==> config.mk <==
export PLATFORM = sky130hd
export DESIGN_NAME = lfwr_fsm
export DESIGN_NICKNAME = d
export VERILOG_FILES = /design/src/core/lfwr_manch.v /design/src/core/lfwr_fsm.v
export VERILOG_INCLUDE_DIRS = /design/src /design/src/core
export SDC_FILE = /design/constraint.sdc
export NUM_CORES = 1
export LEC_CHECK = 0
export BUFFER_PORTS_ARGS = -buffer_cell sky130_fd_sc_hd__buf_2
export CELL_PAD_IN_SITES_DETAIL_PLACEMENT = 0
export CELL_PAD_IN_SITES_GLOBAL_PLACEMENT = 1
export CORE_MARGIN = 2
export CORE_UTILIZATION = 50
export DETAILED_ROUTE_END_ITERATION = 10
export PLACE_DENSITY_LB_ADDON = 0.1
export SYNTH_ARGS = -nofsm -noshare
export SYNTH_HDL_FRONTEND = slang
export SYNTH_SLANG_ARGS = --single-unit
export TNS_END_PERCENT = 20
==> constraint.sdc <==
create_clock -name ref_clk -period 4.55 [get_ports ref_clk]
set_clock_uncertainty 0.1 [all_clocks]
set_input_delay 0.2275 -clock ref_clk [delete_from_list [all_inputs] [get_ports ref_clk]]
set_output_delay 0.2275 -clock ref_clk [all_outputs]
set_load 0.01 [all_outputs]
==> src/core/lfwr_consts.vh <==
// lfwr_consts.vh: register offsets, field positions, reset values and timing counts
// for the low-frequency wake-up receiver control machine.
// assumes plain text inclusion by the apb-facing files; definitions only.
`ifndef LFWR_CONSTS_VH
`define LFWR_CONSTS_VH

// ==========================================================
// register byte offsets (one aligned 32-bit word each)
`define LFWR_OFF_CTRL 12'h000
`define LFWR_OFF_CFG 12'h004
`define LFWR_OFF_STATUS 12'h008
`define LFWR_OFF_MASK 12'h00C
`define LFWR_OFF_PAT 12'h010
`define LFWR_OFF_CDCNT 12'h014
`define LFWR_OFF_BUF0 12'h020
`define LFWR_OFF_ID 12'h03C

// ==========================================================
// control register fields
`define LFWR_CTRL_EN 0
`define LFWR_CTRL_TIM 1
`define LFWR_CTRL_INIT 2
// configuration register fields
`define LFWR_CFG_MODE_LO 0
`define LFWR_CFG_MODE_HI 1
`define LFWR_CFG_TWO_PAT 2
`define LFWR_CFG_PAT16 3
`define LFWR_CFG_BFADR_LO 4
`define LFWR_CFG_BFADR_HI 6
// status and mask flag positions
`define LFWR_FLG_CARRIER 0
`define LFWR_FLG_SYNC 1
`define LFWR_FLG_PATTERN 2
`define LFWR_FLG_BUFFULL 3
`define LFWR_FLG_EOM 4
`define LFWR_FLG_DECODE_ERROR_FLAG 5

// ==========================================================
// mode encodings
`define LFWR_MODE_CARRIER 2'b00
`define LFWR_MODE_DATA 2'b01
`define LFWR_MODE_TOGGLE 2'b10

// ==========================================================
// reset values and sizes
`define LFWR_CFG_RST 8'h00
`define LFWR_MASK_RST 6'h00
`define LFWR_CDCNT_RST 4'h1
`define LFWR_BUF_DEPTH 3'd7
// identity code, value arbitrary
`define LFWR_ID_VALUE 32'h00A5_5A01

// ==========================================================
// timing: pattern search timeout in half-bit strobes since the last decoded bit, for 8/16 bit patterns
`define LFWR_PAT_WIN8 6'd12
`define LFWR_PAT_WIN16 6'd20

`endif

==> src/core/lfwr_manch.v <==
// lfwr_manch.v: manchester half-bit decoder for the data slicer stream.
// assumes the slicer bit and the half-bit strobe are already synchronised to ref_clk.
`timescale 1ns/1ps

module lfwr_manch
(
   // clock and reset
   input wire ref_clk,
   input wire sys_rst,
   // half-bit sampled stream
   input wire half_stb,
   input wire half_bit,
   input wire clear,
   // decoded output
   output reg bit_valid,
   output reg bit_value,
   output reg code_viol
);

reg phase;
reg first_half;

// ==========================================================
// pair two halves: 10 is one, 01 is zero, equal halves break the code
always @(posedge ref_clk)
begin
   if (sys_rst || clear)
   begin
      phase <= 1'b0;
      first_half <= 1'b0;
      bit_valid <= 1'b0;
      bit_value <= 1'b0;
      code_viol <= 1'b0;
   end
   else
   begin
      bit_valid <= 1'b0;
      code_viol <= 1'b0;
      if (half_stb)
      begin
         if (!phase)
         begin
            first_half <= half_bit;
            phase <= 1'b1;
         end
         else
         begin
            phase <= 1'b0;
            if (first_half == half_bit)
               code_viol <= 1'b1;
            else
            begin
               bit_valid <= 1'b1;
               bit_value <= first_half;
            end
         end
      end
   end
end

endmodule // lfwr_manch

==> src/core/lfwr_fsm.v <==
// Functional notes
// - mode field picks carrier detect, data receive or toggle
// - enable off keeps receiver off; timer enable gates it to on phase
// - first setting of the enable bit initialises the machine
// - after some wake-ups machine waits for init; software sets reinit
// - reinit bit clears itself when the initialisation is done
// - with duty timer in use, off phase reinitialises automatically
// - every data mode wake-up clears the timer enable bit
// - carrier wake-up needs amplitude, duration and consecutive on periods
// - amplitude search, then duration timing with amplitude watched; fail restarts
// - on time ending in search or timing clears counter, back to idle
// - both met: count up; at threshold wake and wait init or off
// - below threshold receiver sleeps until on time ends
// - sync search stops at off; after sync stay active regardless
// - pattern search times out or aborts on violation; sync search restarts
// - valid pattern raises maskable wake-up then data reception continues
// - bytes go to a 7-byte ring; violation ends reception
// - unmasked end of message wakes, clears timer, waits init; masked restarts
// - buffer-full wake-up at chosen address, reception carries on
// - any code violation sets the decode error flag
// - toggle mode alternates data and carrier on successive on cycles
// - sync is mandatory; pattern, fill and violation are optional criteria
// - baseband logic runs on the slow oscillator clock
// - one or two patterns, each eight or sixteen bits
//
// lfwr_fsm.v: control machine of the wake-up receiver with its apb register file.
// assumes analog detector levels and slicer strobes arrive asynchronously on pins.
`timescale 1ns/1ps
`include "lfwr_consts.vh"

module lfwr_fsm
(
   // clock and reset (slow baseband clock)
   input wire ref_clk, // driven from the slow oscillator
   input wire sys_rst,
   // apb slave
   input wire psel,
   input wire penable,
   input wire pwrite,
   input wire [11:0] paddr,
   input wire [31:0] pwdata,
   output reg [31:0] prdata,
   output reg pready,
   output reg pslverr,
   // front end and timer pins
   input wire amp_ok_pin,
   input wire dur_ok_pin,
   input wire half_stb_pin,
   input wire half_bit_pin,
   input wire timer_on_pin,
   // outputs
   output reg rx_active,
   output reg sens_data_sel,
   output reg wake_out
);

// ==========================================================
// states
localparam S_IDLE = 4'd0;
localparam S_AMP = 4'd1;
localparam S_DUR = 4'd2;
localparam S_CWAIT = 4'd3;
localparam S_SLEEP = 4'd4;
localparam S_SYNC = 4'd5;
localparam S_PAT = 4'd6;
localparam S_DATA = 4'd7;
localparam S_WINIT = 4'd8;

// fixed sync pattern as half-bit sequence, contains three code violations
localparam [11:0] SYNC_HALVES = 12'b1110_0011_1010;

reg [3:0] state;
reg rx_enable_bit;
reg duty_timer_enable;
reg reinit_request;
reg en_seen;
reg [7:0] rx_config_reg;
reg [5:0] flags;
reg [5:0] mask;
reg [15:0] pat0;
reg [15:0] pat1;
reg [3:0] carrier_count_threshold;
reg [3:0] carrier_hit_counter;
reg [7:0] rx_buf [0:6];
reg [2:0] wr_ptr;
reg [2:0] bit_cnt;
reg [7:0] shreg;
reg [15:0] pat_sh;
reg [4:0] pat_bits;
reg [5:0] pat_win;
reg [11:0] sync_sh;
reg toggle_data;
reg on_d;
reg [4:0] sync1;
reg [4:0] sync2;

wire amp_ok = sync2[0];
wire dur_ok = sync2[1];
wire half_stb_lvl = sync2[2];
wire half_bit = sync2[3];
wire timer_on = sync2[4];
reg stb_d;
wire half_stb = half_stb_lvl & ~stb_d;

wire [5:0] ev;
wire [1:0] mode = rx_config_reg[`LFWR_CFG_MODE_HI:`LFWR_CFG_MODE_LO];
wire pat16 = rx_config_reg[`LFWR_CFG_PAT16];
wire [2:0] bf_adr = rx_config_reg[`LFWR_CFG_BFADR_HI:`LFWR_CFG_BFADR_LO];
wire m_valid;
wire m_value;
wire m_viol;
wire wr_go = psel & penable & pwrite;

// ==========================================================
// activation: duty gate and its on/off edges
wire active_now = rx_enable_bit & (~duty_timer_enable | timer_on);
wire on_end = on_d & ~active_now;
wire on_start = ~on_d & active_now;
wire use_data = (mode == `LFWR_MODE_DATA) | ((mode == `LFWR_MODE_TOGGLE) & toggle_data);

// pattern match, one or two patterns, eight or sixteen bits
function pat_hit;
   input [15:0] sh;
   input [15:0] p;
   input wide;
   begin
      pat_hit = wide ? (sh == p) : (sh[7:0] == p[7:0]);
   end
endfunction

wire pat_done = (pat_bits == (pat16 ? 5'd16 : 5'd8));
wire pat_match = pat_hit(pat_sh, pat0, pat16)
   | (rx_config_reg[`LFWR_CFG_TWO_PAT] & pat_hit(pat_sh, pat1, pat16));
wire byte_done = m_valid & (bit_cnt == 3'd7) & (state == S_DATA);

// events decoded this cycle
assign ev[`LFWR_FLG_CARRIER] = (state == S_DUR) & amp_ok & dur_ok & active_now
   & (carrier_hit_counter + 4'd1 >= carrier_count_threshold);
assign ev[`LFWR_FLG_SYNC] = (state == S_SYNC) & active_now & half_stb
   & ({sync_sh[10:0], half_bit} == SYNC_HALVES);
assign ev[`LFWR_FLG_PATTERN] = (state == S_PAT) & pat_done & pat_match;
assign ev[`LFWR_FLG_BUFFULL] = byte_done & (wr_ptr == bf_adr);
assign ev[`LFWR_FLG_EOM] = (state == S_DATA) & m_viol;
assign ev[`LFWR_FLG_DECODE_ERROR_FLAG] = m_viol;

// ==========================================================
// manchester decoder, held clear outside pattern and data states
lfwr_manch u_manch
(
   .ref_clk(ref_clk),
   .sys_rst(sys_rst),
   .half_stb(half_stb),
   .half_bit(half_bit),
   .clear((state != S_PAT) && (state != S_DATA)),
   .bit_valid(m_valid),
   .bit_value(m_value),
   .code_viol(m_viol)
);

// ==========================================================
// two-stage pin synchroniser; only the second stage is read
always @(posedge ref_clk)
begin
   if (sys_rst)
   begin
      sync1 <= 5'h00;
      sync2 <= 5'h00;
      stb_d <= 1'b0;
      on_d <= 1'b0;
   end
   else
   begin
      sync1 <= {timer_on_pin, half_bit_pin, half_stb_pin, dur_ok_pin, amp_ok_pin};
      sync2 <= sync1;
      stb_d <= half_stb_lvl;
      on_d <= active_now;
   end
end

// ==========================================================
// apb register writes, flags and control bits
always @(posedge ref_clk)
begin
   if (sys_rst)
   begin
      rx_enable_bit <= 1'b0;
      duty_timer_enable <= 1'b0;
      reinit_request <= 1'b0;
      en_seen <= 1'b0;
      rx_config_reg <= `LFWR_CFG_RST;
      mask <= `LFWR_MASK_RST;
      pat0 <= 16'h0000;
      pat1 <= 16'h0000;
      carrier_count_threshold <= `LFWR_CDCNT_RST;
      flags <= 6'h00;
   end
   else
   begin
      if (wr_go && paddr == `LFWR_OFF_CTRL)
      begin
         rx_enable_bit <= pwdata[`LFWR_CTRL_EN];
         duty_timer_enable <= pwdata[`LFWR_CTRL_TIM];
         // first enable forces an init request
         reinit_request <= pwdata[`LFWR_CTRL_INIT] | (pwdata[`LFWR_CTRL_EN] & ~en_seen);
         if (pwdata[`LFWR_CTRL_EN])
            en_seen <= 1'b1;
      end
      else if (wr_go && paddr == `LFWR_OFF_CFG)
         rx_config_reg <= pwdata[7:0];
      else if (wr_go && paddr == `LFWR_OFF_MASK)
         mask <= pwdata[5:0];
      else if (wr_go && paddr == `LFWR_OFF_PAT)
      begin
         pat0 <= pwdata[15:0];
         pat1 <= pwdata[31:16];
      end
      else if (wr_go && paddr == `LFWR_OFF_CDCNT)
         carrier_count_threshold <= pwdata[3:0];
      // machine finished the requested init
      if (state == S_IDLE && reinit_request && !(wr_go && paddr == `LFWR_OFF_CTRL))
         reinit_request <= 1'b0;
      // data mode wake-ups drop the duty timer; hardware wins over a write
      if (ev[`LFWR_FLG_SYNC] | ev[`LFWR_FLG_PATTERN] | ev[`LFWR_FLG_BUFFULL]
          | (ev[`LFWR_FLG_EOM] & mask[`LFWR_FLG_EOM]))
         duty_timer_enable <= 1'b0;
      // write-one-to-clear; a simultaneous event keeps its flag set
      if (wr_go && paddr == `LFWR_OFF_STATUS)
         flags <= (flags & ~pwdata[5:0]) | ev;
      else
         flags <= flags | ev;
   end
end

// ==========================================================
// main control machine
always @(posedge ref_clk)
begin
   if (sys_rst)
   begin
      state <= S_IDLE;
      carrier_hit_counter <= 4'h0;
      toggle_data <= 1'b0;
      sync_sh <= 12'h000;
      pat_sh <= 16'h0000;
      pat_bits <= 5'd0;
      pat_win <= 6'd0;
      bit_cnt <= 3'd0;
      shreg <= 8'h00;
      wr_ptr <= 3'd0;
   end
   else
   begin
      case (state)
      S_IDLE:
      begin
         if (on_start)
         begin
            // toggle_data then names the branch taken, so the sensitivity output follows it
            toggle_data <= ~toggle_data;
            if ((mode == `LFWR_MODE_DATA) || ((mode == `LFWR_MODE_TOGGLE) && !toggle_data))
            begin
               state <= S_SYNC;
               sync_sh <= 12'h000;
            end
            else
               state <= S_AMP;
         end
      end
      S_AMP:
      begin
         if (on_end)
         begin
            carrier_hit_counter <= 4'h0;
            state <= S_IDLE;
         end
         else if (amp_ok)
            state <= S_DUR;
      end
      S_DUR:
      begin
         if (on_end)
         begin
            carrier_hit_counter <= 4'h0;
            state <= S_IDLE;
         end
         else if (!amp_ok)
            state <= S_AMP;
         else if (dur_ok)
         begin
            carrier_hit_counter <= carrier_hit_counter + 4'd1;
            if (ev[`LFWR_FLG_CARRIER])
               state <= S_CWAIT;
            else
               state <= S_SLEEP;
         end
      end
      S_CWAIT:
      begin
         // leave on reinit or on time ending
         if (reinit_request || on_end || !active_now)
         begin
            carrier_hit_counter <= 4'h0;
            state <= S_IDLE;
         end
      end
      S_SLEEP:
      begin
         if (!active_now)
            state <= S_IDLE;
      end
      S_SYNC:
      begin
         if (!active_now)
            state <= S_IDLE;
         else if (half_stb)
         begin
            sync_sh <= {sync_sh[10:0], half_bit};
            if (ev[`LFWR_FLG_SYNC])
            begin
               // sync alone is enough to proceed
               state <= S_PAT;
               pat_bits <= 5'd0;
               pat_win <= 6'd0;
            end
         end
      end
      S_PAT:
      begin
         if (m_viol || pat_win == (pat16 ? `LFWR_PAT_WIN16 : `LFWR_PAT_WIN8))
         begin
            state <= S_SYNC;
            sync_sh <= 12'h000;
         end
         else if (pat_done)
         begin
            if (pat_match && rx_enable_bit)
            begin
               state <= S_DATA;
               bit_cnt <= 3'd0;
            end
            else if (pat_match)
               state <= S_WINIT;
            else
            begin
               state <= S_SYNC;
               sync_sh <= 12'h000;
            end
         end
         else
         begin
            // window restarts at each decoded bit; the bit pulse trails its strobe
            if (m_valid)
            begin
               pat_sh <= {pat_sh[14:0], m_value};
               pat_bits <= pat_bits + 5'd1;
               pat_win <= 6'd0;
            end
            else if (half_stb)
               pat_win <= pat_win + 6'd1;
         end
      end
      S_DATA:
      begin
         if (m_viol)
         begin
            if (mask[`LFWR_FLG_EOM] || !active_now)
               state <= S_WINIT;
            else
            begin
               state <= S_SYNC;
               sync_sh <= 12'h000;
            end
         end
         else if (m_valid)
         begin
            shreg <= {shreg[6:0], m_value};
            bit_cnt <= bit_cnt + 3'd1;
            if (byte_done)
               // ring wrap; reception continues past a buffer-full wake
               wr_ptr <= (wr_ptr == `LFWR_BUF_DEPTH - 3'd1) ? 3'd0 : wr_ptr + 3'd1;
         end
      end
      S_WINIT:
      begin
         // off phase of the duty timer also reinitialises
         if (reinit_request || (duty_timer_enable && !timer_on))
            state <= S_IDLE;
      end
      default:
         state <= S_IDLE;
      endcase
   end
end

// ==========================================================
// ring buffer storage, no reset needed for data
always @(posedge ref_clk)
begin
   if (byte_done)
      rx_buf[wr_ptr] <= {shreg[6:0], m_value};
end

// ==========================================================
// apb answer: zero wait states, unmapped reads zero with error
always @(posedge ref_clk)
begin
   if (sys_rst)
   begin
      prdata <= 32'h0000_0000;
      pready <= 1'b0;
      pslverr <= 1'b0;
   end
   else
   begin
      pready <= psel & ~penable;
      pslverr <= 1'b0;
      prdata <= 32'h0000_0000;
      if (psel && !penable)
      begin
         if (paddr == `LFWR_OFF_CTRL)
            prdata <= {29'h0, reinit_request, duty_timer_enable, rx_enable_bit};
         else if (paddr == `LFWR_OFF_CFG)
            prdata <= {24'h0, rx_config_reg};
         else if (paddr == `LFWR_OFF_STATUS)
            prdata <= {22'h0, state, flags};
         else if (paddr == `LFWR_OFF_MASK)
            prdata <= {26'h0, mask};
         else if (paddr == `LFWR_OFF_PAT)
            prdata <= {pat1, pat0};
         else if (paddr == `LFWR_OFF_CDCNT)
            prdata <= {24'h0, carrier_hit_counter, carrier_count_threshold};
         else if (paddr >= `LFWR_OFF_BUF0 && paddr < `LFWR_OFF_BUF0 + 12'h01C && paddr[1:0] == 2'b00)
            prdata <= {24'h0, rx_buf[paddr[4:2]]};
         else if (paddr == `LFWR_OFF_ID)
            prdata <= `LFWR_ID_VALUE;
         else
            pslverr <= 1'b1;
      end
   end
end

// ==========================================================
// registered outputs
always @(posedge ref_clk)
begin
   if (sys_rst)
   begin
      rx_active <= 1'b0;
      sens_data_sel <= 1'b0;
      wake_out <= 1'b0;
   end
   else
   begin
      rx_active <= (state != S_IDLE) && (state != S_SLEEP) && (state != S_WINIT);
      sens_data_sel <= use_data;
      wake_out <= |(flags & mask & 6'h1F);
   end
end

endmodule // lfwr_fsm

Word-level counts from Yosys, hierarchy flattened
Memory sizes are Yosys's and may differ from the RTL's.
Cells that the tools add are included.
- $add $sub $neg: 5
- magnitude comparators: 3
- eq/ne operators: 59
- muxes and demuxes: 78
- bitwise logic cells: 54
- reduce and logical (&&, ||, !) cells: 63
- operators by type and width (operator ; count):
    two-way mux 11 bit ; 10
    two-way mux 4 bit ; 22
    two-way mux 24 bit ; 3
    two-way mux 6 bit ; 8
    one-hot mux 11 bit (4 select lines) ; 1
    two-way mux 5 bit ; 8
    one-hot mux 4 bit (9 select lines) ; 1
    == test 16 bit ; 2
    two-way mux 32 bit ; 1
    two-way mux 3 bit ; 9
    != test 2 bit (second input constant) ; 13
    AND 1 bit ; 24
    == test 12 x 4 -> 1 bit (second input constant) ; 2
    == test 12 x 5 -> 1 bit (second input constant) ; 2
    two-way mux 10 bit ; 2
    AND reduction 10 bit ; 2
    != test 3 bit (second input constant) ; 6
    inverter 1 bit ; 18
    logical AND 1 bit ; 17
    == test 4 x 3 -> 1 bit (second input constant) ; 4
    == test 8 bit ; 2
    AND reduction 7 bit ; 2
    == test 12 bit (second input constant) ; 1
    == test 12 x 3 -> 1 bit (second input constant) ; 1
    other kinds (52) ; 101
- register bits after elaboration: 174
- RAM bits: 56
- input port bits: 54
- output and inout bits: 37
- logic and storage cells: 301
- memories: 1
- memories (memory ; words ; width ; rd ports ; clocked after memory_dff ; write ports ; RTL line ; RTL):
    rx_buf ; 7 ; 8 ; 1 ; 0 ; 1 ; lfwr_fsm.v:84 ; reg [7:0] rx_buf [0:6];

Logic depth before layout (Yosys ltp)
Gate-level depths: netlist of run 1.
- depth in word-level cells: 10
- gate-level depth with buffers: 10
- gate-level depth less buffers: 9

Cells and area by module
A second synthesis of run 1 with hierarchy kept.
- cell total of the unflattened synthesis: 1053
- area total of the unflattened synthesis: 10188.5 um^2
- modules (own cells, without submodules) (module ; instances ; cells each ; area an instance (um^2) ; seq. area each (um^2)):
    lfwr_fsm ; 1 ; 1035 ; 9988.3 ; 5064.9
    lfwr_manch ; 1 ; 18 ; 200.2 ; 100.1

Worst setup path after synthesis of run 1
OpenSTA, ideal clock, no wires.
- kind: reg2reg
- start point: reg state[1]
- end point: mem rx_buf[0][0], enable pin
- library setup time: 0.383 ns
- data arrival time: 1.840 ns
- required time: 4.067 ns
- setup slack: 2.227 ns
- stages on the path, launching flop included: 7
- buffers on the path: 1
- clock period less this slack: 2.323 ns
- path through: dfxtp_1 > clkbuf_1 > nand2_1 > nor2_1 > and3_1 > nand2b_1 > nor3_1
- longest elaborated chain between the ends: 4
- RTL lines (element ; RTL line ; RTL):
    start: declaration ; lfwr_fsm.v:72 ; reg [3:0] state;
    start signal: assignment ; lfwr_fsm.v:240 ; state <= S_IDLE;
    start signal: assignment ; lfwr_fsm.v:262 ; state <= S_SYNC;
    start signal: assignment ; lfwr_fsm.v:266 ; state <= S_AMP;
    == test 4 x 3 -> 1 bit ; lfwr_fsm.v:134 ; wire byte_done = m_valid & (bit_cnt == 3'd7) & (state == S_DATA);
    AND 1 bit ; lfwr_fsm.v:134 ;
    two-way mux 1 bit ; lfwr_fsm.v:399 ; if (byte_done)
    two-way mux 1 bit (not written as such) ; lfwr_fsm.v:400 ; rx_buf[wr_ptr] <= {shreg[6:0], m_value};
    end: declaration ; lfwr_fsm.v:84 ;
No other way between the ends.

Worst setup path after layout of run 1
- start point: reg state[2]
- end point: reg sync_sh[6]
- longest elaborated chain between the ends: 3
- elaborated cells between the ends (all ways): 16
- classes of those cells: eq/ne: 12; mux: 1; reduce/logical: 3
- RTL lines (element ; RTL line ; RTL):
    == test 4 x 3 -> 1 bit or logical NOT 4 bit (tied branches) ; lfwr_fsm.v:253 ; case (state)
    != test 3 bit (no source line) (tied with other cells) ; n/a ;
    AND reduction 10 bit (no source line) ; n/a ;
    end signal: assignment ; lfwr_fsm.v:317 ; sync_sh <= {sync_sh[10:0], half_bit};
    end: declaration ; lfwr_fsm.v:91 ; reg [11:0] sync_sh;
Parallel ways exist; a longest one is shown, timed or not.
A chain may end at the register's enable or synchronous reset.

==> impl_summary.log, run 1 <==
[metrics] post-detailed-route wirelength per cell: about 18 um
[metrics] Most flops, register: rx_buf
[metrics] final layout net count: roughly 1200
[metrics] count of flip-flops with a built-in enable after synthesis: 56
[metrics] ordered cell list for the critical path: nor2b_1, nand2_2, nor3_1, a21oi_2, mux2i_1
[metrics] number of storage elements in the synthesis netlist: 230
[metrics] unrepaired setup endpoints after global routing: no
[metrics] crit end category: register
[metrics] number of search-and-repair iterations in the first detailed-routing pass: 5
[metrics] Worst path top cell family by delay: simple AND/OR/NAND/NOR gates
[metrics] cts bufs inserted: 24
[metrics] FF-to-FF Start: state[2]
[metrics] startpoint of the tightest hold check path: paddr[3]
[metrics] number of instances in the synthesized netlist: 1045
[metrics] most used flip-flop cell after synthesis: dfxtp_1
[metrics] detailed-placement wirelength estimate: around 17000 um
[metrics] area of the mapped netlist: 9940 sq um
[metrics] antenna violations before repair: 1
[metrics] Resized Gates After CTS: 0
[metrics] biggest area consumer among synthesized cells: dfxtp_1
[metrics] placement row count: 51
[metrics] Iter 0 DRT Violations: roughly 600
[metrics] maximum resistive drop on vdd: roughly 0.29 mV
[metrics] startpoint class of the critical path: register
[metrics] vertical die dimension: about 140 um
[metrics] Final setup violation count: 0
[metrics] warnings from Yosys: 0
[metrics] number of levels in the clock H-tree: 1
[metrics] Period minus WS final: a little under 3000 ps
[metrics] floorplan die area: 21000 sq um
[metrics] total congestion overflow after global routing: 0
[metrics] clock tree from TritonCTS: done
[metrics] Total GRT Usage: between 20% and 30%
[metrics] Crit Path Category: register to register
[metrics] static leakage: ~0.0043 uW
[metrics] fmax: ~340 MHz
[metrics] data required time at the worst endpoint: about 4800 ps
[metrics] portion of synthesized cell area occupied by the leading cell type: approximately a third
[metrics] effective utilization at floorplan: 51.1%
[metrics] flip-flop count of the largest register, all copies and words added: 56
[metrics] Final Wtd Congestion: around 0.85
[metrics] wire length of the first global-routing pass: between 40000 and 50000 um
[metrics] detailed-route via count: between 7000 and 8000
[metrics] Hold Fails Final Rpt: 0
[metrics] ant diodes: 0
[metrics] fraction of layout cells with a size suffix above 1: between 10 and 15%
[metrics] Synth top cells by count: nand2_1, dfxtp_1, a21oi_1
[metrics] via count normalized by instance count: 5.47
[metrics] timing startpoint of the critical path: state[2]
[metrics] aggregate negative setup slack: 0 ps
[metrics] DRC violation count after routing: 0
[metrics] mean area per synthesized cell: about 9.5 sq um
[metrics] cells taking the most area after synthesis: dfxtp_1, edfxtp_1, nand2_1
[metrics] Post-Route WL: around 25000 um
[metrics] library cell used as clock root buffer: clkbuf_16
[metrics] TritonCTS Sinks: between 200 and 250
[metrics] count of maximum capacitance violations: 0
[metrics] Final ANT Viol Nets: 0
[metrics] maximum cell stage delay along the critical path: a little under 800 ps
[metrics] Die Span X: ~140 um
[metrics] pin count of the biggest net entering global routing: 80
[metrics] status: completed
[metrics] Area Growth Syn to Fin: 17.4%
[metrics] power density cells: around 350 nW/um^2
[metrics] largest registers in the final layout: rx_buf (56), prdata (32)
[metrics] Least-Margin Pin Slew: between 1000 and 1500 ps
[metrics] overall power of the completed layout: ~4000 uW
[metrics] number of I/O pins: between 90 and 100
[metrics] number of distinct library cells after synthesis: 69
[metrics] Max FO, Critical Path: 16
[metrics] headroom to the max-slew limit: 25.5%
[metrics] via count of the first global-routing pass: about 7500
[metrics] Synth Net Count: 1110
[metrics] clock transition at the register clock pins on the worst setup and hold paths after CTS: ~60 ps
[metrics] share of synthesized registers carrying an async set or reset: 0%
[metrics] pins over their slew limit: 0
[metrics] library cell with the highest instance count after synthesis: nand2_1
[metrics] maximum count of clock buffers along a single path: 3
[metrics] count of input and output buffers: 90
[metrics] sequential element share of the synthesized area: about half
[metrics] clock insertion delay at the later pin of the skew report: about 510 ps
[metrics] final worst-path cycle share: about two thirds
[metrics] Worst Path Arrival: between 3000 and 4000 ps
[metrics] Worst Path Buf+Inv: 0
[metrics] CP max-delay cell: dfxtp_1
[metrics] core region area: just under 20000 sq um
[metrics] worst min-delay path class: primary input to register
area by class of cell:
cell class	count	area [sq um]
Fill cell	1737	7800
Tap cell	265	332
Multi-Input combinational cell	743	4480
Inverter	13	48.8
Timing Repair Buffer	136	891
Clock inverter	5	26.3
Sequential cell	230	5160
Clock buffer	38	718
worst paths after layout:
kind                            cells past startpoint    endpoint  slack, ps
worst max-delay path                                5  sync_sh[6]       1590
worst min-delay path                                3     pslverr         90
worst max register to register                      5  sync_sh[6]       1590
worst min register to register                      1    sync2[4]        330
what timing repair did:
| action | 4_1_cts | 5_1_grt |
|---|---|---|
| setup buffers | 0 | 0 |
| hold buffers | 37 | 0 |
| endpoints found under the hold margin | 56 | 0 |
metrics by stage:
step	util [%]	instances	area, sq um	hold slack [ps]	setup slack (ps)
2_1_floorplan	-	1045	9940	256	2230
3_3_place_gp	54.2	1350	10500	325	1610
3_5_place_dp	54.2	1350	10500	325	1610
4_1_cts	59.9	1430	11700	67.6	1590
5_1_grt	59.9	1430	11700	117	1360
6_report	59.9	1430	11700	90.5	1590
metal layers:
layer,vias up,track usage (%),part of all wire [%]
li1,3869,-,-
met3,27,3.27,5.9
met4,0,4.90,1.3
met2,245,37.3,44
met1,3676,36.0,48
met5,-,0,0
power by group:
| part | switching (uW) | internal, uW |
|---|---|---|
| Combinational | 75.3 | 62.6 |
| Sequential | 2.61 | 2090 |
| Clock | 765 | 1080 |
| Total | 842 | 3230 |
cell families (layout without fill, tap and decap cells):
family,Yosys count,after routing,share of synthesized area (%)
flip-flops,230,230,52.0
AND/OR/NAND/NOR,440,440,21.5
AO/OA/AOI/OAI,200,200,12.2
multiplexers,48,48,6.11
adder cells (fa/ha/maj),11,11,1.38
buffers and inverters,72,192,2.95
XOR/XNOR,44,44,3.88
worst reg2reg max path: stages (launching register included):
cell and delay [ps]:
dfxtp_1 790, nor2b_1 400, nand2_2 200, nor3_1 700, a21oi_2 400, mux2i_1 220
cell usage in the layout (no fill, tap or decap), drive strengths merged, types with 4 or more instances in the layout:
cell type,instances
nand2,185
dfxtp,174
a21oi,102
buf,99
nor2,74
edfxtp,56
clkbuf,38
mux2i,37
dlygate4sd3,37
nand3,35
o21ai,32
nor2b,29
xnor2,28
nand2b,23
and2,19
nor3,19
xor2,16
inv,14
a21o,11
ha,11
nand3b,10
mux4,10
o22ai,10
nand4,9
a31oi,7
nor4,7
a221oi,6
and3,4
nor3b,4
o2bb2ai,4
a22oi,4
or3,4
clkinv,4
or2,4
No activity file was read; power rests on OpenSTA's default activity.
==> run 2, diff against run 1 <==
Settings changed: CORE_UTILIZATION 50 to 42.
Clock period 4.55 ns to 2.6 ns, I/O delays scaled along.
==> run 2 against run 1 <==
Combinational power up 86%. First-iteration DRC count down 0.68%. Sequential power up 75%. Clock-buffer cell count up 4. Sequential share of layout area down 2.0 points. Fmax up 24%. Flip-flop and latch count unchanged. Routed wire length up 7.6%. Non-clock buffer count up 40. Critical path depth up 2. Largest cell class unchanged.
==> impl_summary.log, run 2 (synthesis results as in run 1) <==
[metrics] headroom to the max-slew limit: 51.5% (was 25.5%)
[metrics] FF-to-FF Start: pat_bits[3] (was state[2])
[metrics] cts bufs inserted: 26 (was 24)
[metrics] clock transition at the register clock pins on the worst setup and hold paths after CTS: 60 ps (about the same)
[metrics] total routed wire length on the met1 layer: 14000 um (was 12300 um)
[metrics] worst-case setup margin in the final layout: 209 ps (was 1590 ps)
[metrics] status: completed (unchanged)
[metrics] DRC violation count after routing: 0 (unchanged)
[metrics] fill count: 2190 (was 1737)
[metrics] post-detailed-route wirelength per cell: 17.9 um (was 17.8 um)
[metrics] maximum cell stage delay along the critical path: 470 ps (was 790 ps)
[metrics] amount of wire on met3 after detailed routing: 1430 um (was 1500 um)
[metrics] Hold-fix buffers, CTS: 41 (was 37)
[metrics] buffer count from post-CTS setup fixing: 0 (unchanged)
[metrics] vertical die dimension: 158 um (was 145 um)
[metrics] wire length of the first global-routing pass: 42200 um (was 40800 um)
[metrics] most frequent standard cell in the layout excluding fill and tap cells: nand2_1 (unchanged)
[metrics] ant diodes: 0 (unchanged)
[metrics] core region area: 23300 sq um (was 19500 sq um)
[metrics] data required time at the worst endpoint: 2970 ps (was 4800 ps)
[metrics] commonest non-fill, non-tap cells in the layout: nand2_1, dfxtp_1, a21oi_1 (unchanged)
[metrics] floorplan die area: 24900 sq um (was 21000 sq um)
[metrics] Period minus WS final: 2390 ps (was 2960 ps)
[metrics] CP max-delay cell: or3b_2 (was dfxtp_1)
[metrics] maximum resistive drop on vdd: 0.357 mV (was 0.291 mV)
[metrics] Post-Place Setup Slack: 208 ps (was 1610 ps)
[metrics] Final setup violation count: 0 (unchanged)
[metrics] terminus of the critical flop-to-flop path: state[2] (was sync_sh[6])
[metrics] fraction of layout cells with a size suffix above 1: 17.0% (was 14.0%)
[metrics] startpoint class of the critical path: register (unchanged)
[metrics] crit end category: register (unchanged)
[metrics] timing startpoint of the critical path: pat_bits[3] (was state[2])
[metrics] Least-Margin Pin Slew: 728 ps (was 1110 ps)
[metrics] pins over their slew limit: 0 (unchanged)
[metrics] met2 layer wire length in the routed design: 11600 um (was 11300 um)
[metrics] Most flops, register: rx_buf (unchanged)
[metrics] placement row count: 56 (was 51)
[metrics] fmax: 418 MHz (was 338 MHz)
[metrics] via count of the first global-routing pass: 7447 (was 7504)
[metrics] pin count of the biggest net entering global routing: 44 (was 80)
[metrics] Worst Path Arrival: 2760 ps (was 3210 ps)
[metrics] final layout net count: 1255 (was 1213)
[metrics] Post-Route WL: 27300 um (was 25400 um)
[metrics] via count normalized by instance count: 5.20 (was 5.47)
[metrics] Hold Fails Final Rpt: 0 (unchanged)
[metrics] number of levels in the clock H-tree: 1 (unchanged)
[metrics] setup slack, reg-to-reg: 210 ps (was 1590 ps)
[metrics] Die Span X: 158 um (was 145 um)
[metrics] count of input and output buffers: 90 (unchanged)
[metrics] maximum count of clock buffers along a single path: 3 (unchanged)
[metrics] static leakage: 0.00455 uW (was 0.00426 uW)
[metrics] depth of the worst hold-timing path: 4 (was 3)
[metrics] flip-flop count of the largest register, all copies and words added: 56 (unchanged)
[metrics] aggregate negative setup slack: 0 ps (unchanged)
[metrics] capture endpoint of the worst hold path: pslverr (unchanged)
[metrics] largest registers in the final layout: rx_buf (56), prdata (32) (unchanged)
[metrics] worst min-delay path class: primary input to register (unchanged)
[metrics] highest metal layer used by the detailed router: met4 (unchanged)
[metrics] Resized Gates After CTS: 0 (unchanged)
[metrics] Total GRT Usage: 21.8% (was 24.0%)
[metrics] cell type with the highest occurrence count on the critical path: nor4_4
[metrics] power density cells: 621 nW/um^2 (was 349 nW/um^2)
[metrics] cells on worst reg2reg path: 7 (was 5)
[metrics] clock insertion delay at the later pin of the skew report: 530 ps (was 510 ps)
[metrics] unrepaired setup endpoints after global routing: no (unchanged)
[metrics] Crit Path Category: register to register (unchanged)
[metrics] Max FO, Critical Path: 5 (was 16)
[metrics] final worst-path cycle share: 92.0% (was 65.1%)
[metrics] Final ANT Viol Nets: 0 (unchanged)
[metrics] number of I/O pins: 91 (unchanged)
[metrics] startpoint of the tightest hold check path: paddr[6] (was paddr[3])
[metrics] antenna violations before repair: 1 (unchanged)
[metrics] detailed-placement wirelength estimate: 19400 um (was 17300 um)
[metrics] ordered cell list for the critical path: or3b_2, a21oi_2, nor4_4, nor4_4, o2111ai_2, a31oi_1, a21o_1 (was nor2b_1, nand2_2, nor3_1, a21oi_2, mux2i_1)
[metrics] Iter 0 DRT Violations: 580 (was 584)
[metrics] total congestion overflow after global routing: 0 (unchanged)
[metrics] clock tree from TritonCTS: done (unchanged)
[metrics] effective utilization at floorplan: 42.6% (was 51.1%)
[metrics] TritonCTS Sinks: 230 (unchanged)
[metrics] detailed-route via count: 7944 (was 7817)
[metrics] Final Wtd Congestion: 0.871 (was 0.852)
[metrics] count of maximum capacitance violations: 0 (unchanged)
[metrics] Area Growth Syn to Fin: 22.9% (was 17.4%)
[metrics] library cell used as clock root buffer: clkbuf_16 (unchanged)
[metrics] number of search-and-repair iterations in the first detailed-routing pass: 5 (unchanged)
==> run 2: worst max path at each step <==
stage | to | slack (ps)
after floorplan | rx_buf[0][0] | 280
after global placement | pat_win[2] | 230
after detailed placement | pat_win[3] | 210
after CTS | pat_win[2] | 190
after global routing | pat_win[2] | 40
final | state[2] | 210
==> run 2: metrics by stage <==
step / power (uW) / instances / area [sq um] / utilization [%] / hold WS, ps
after floorplan: 3850 / 1045 / 9940 / - / 158
after global placement: 3940 / 1440 / 10900 / 46.8 / 241
after detailed placement: 3940 / 1440 / 10900 / 46.8 / 242
after CTS: 7680 / 1529 / 12200 / 52.4 / 6.06
after global routing: 7860 / 1529 / 12200 / 52.4 / 67.8
final: 7590 / 1529 / 12200 / 52.4 / 18.1
==> run 2: routing by layer <==
layer	GRT usage [%]	up-vias
met2	33.0	209
li1	-	3950
met4	5.06	0
met5	0	-
met1	33.2	3760
met3	2.74	25
==> run 2: area by class of cell <==
class	instances	area, sq um	share of cell area, %
clock inverter	6	56.3	0.461
inverter	13	48.8	0.399
tap	319	399	3.27
timing repair buffer	176	1240	10.1
sequential	230	5160	42.3
multi-input combinational	743	4480	36.7
clock buffer	42	827	6.77
==> run 2: power by group <==
part | internal (uW) | leakage, uW | switching [uW]
clock network | 2270 | 0.000441 | 1410
logic | 118 | 0.00220 | 138
registers | 3650 | 0.00191 | 4.16
==> run 2: critical path, delay by kind of cell, from the launching register on <==
| family | cells | cell delay (ps) |
|---|---|---|
| AO/OA/AOI/OAI | 4 | 900 |
| flip-flops | 1 | 380 |
| AND/OR/NAND/NOR | 3 | 960 |
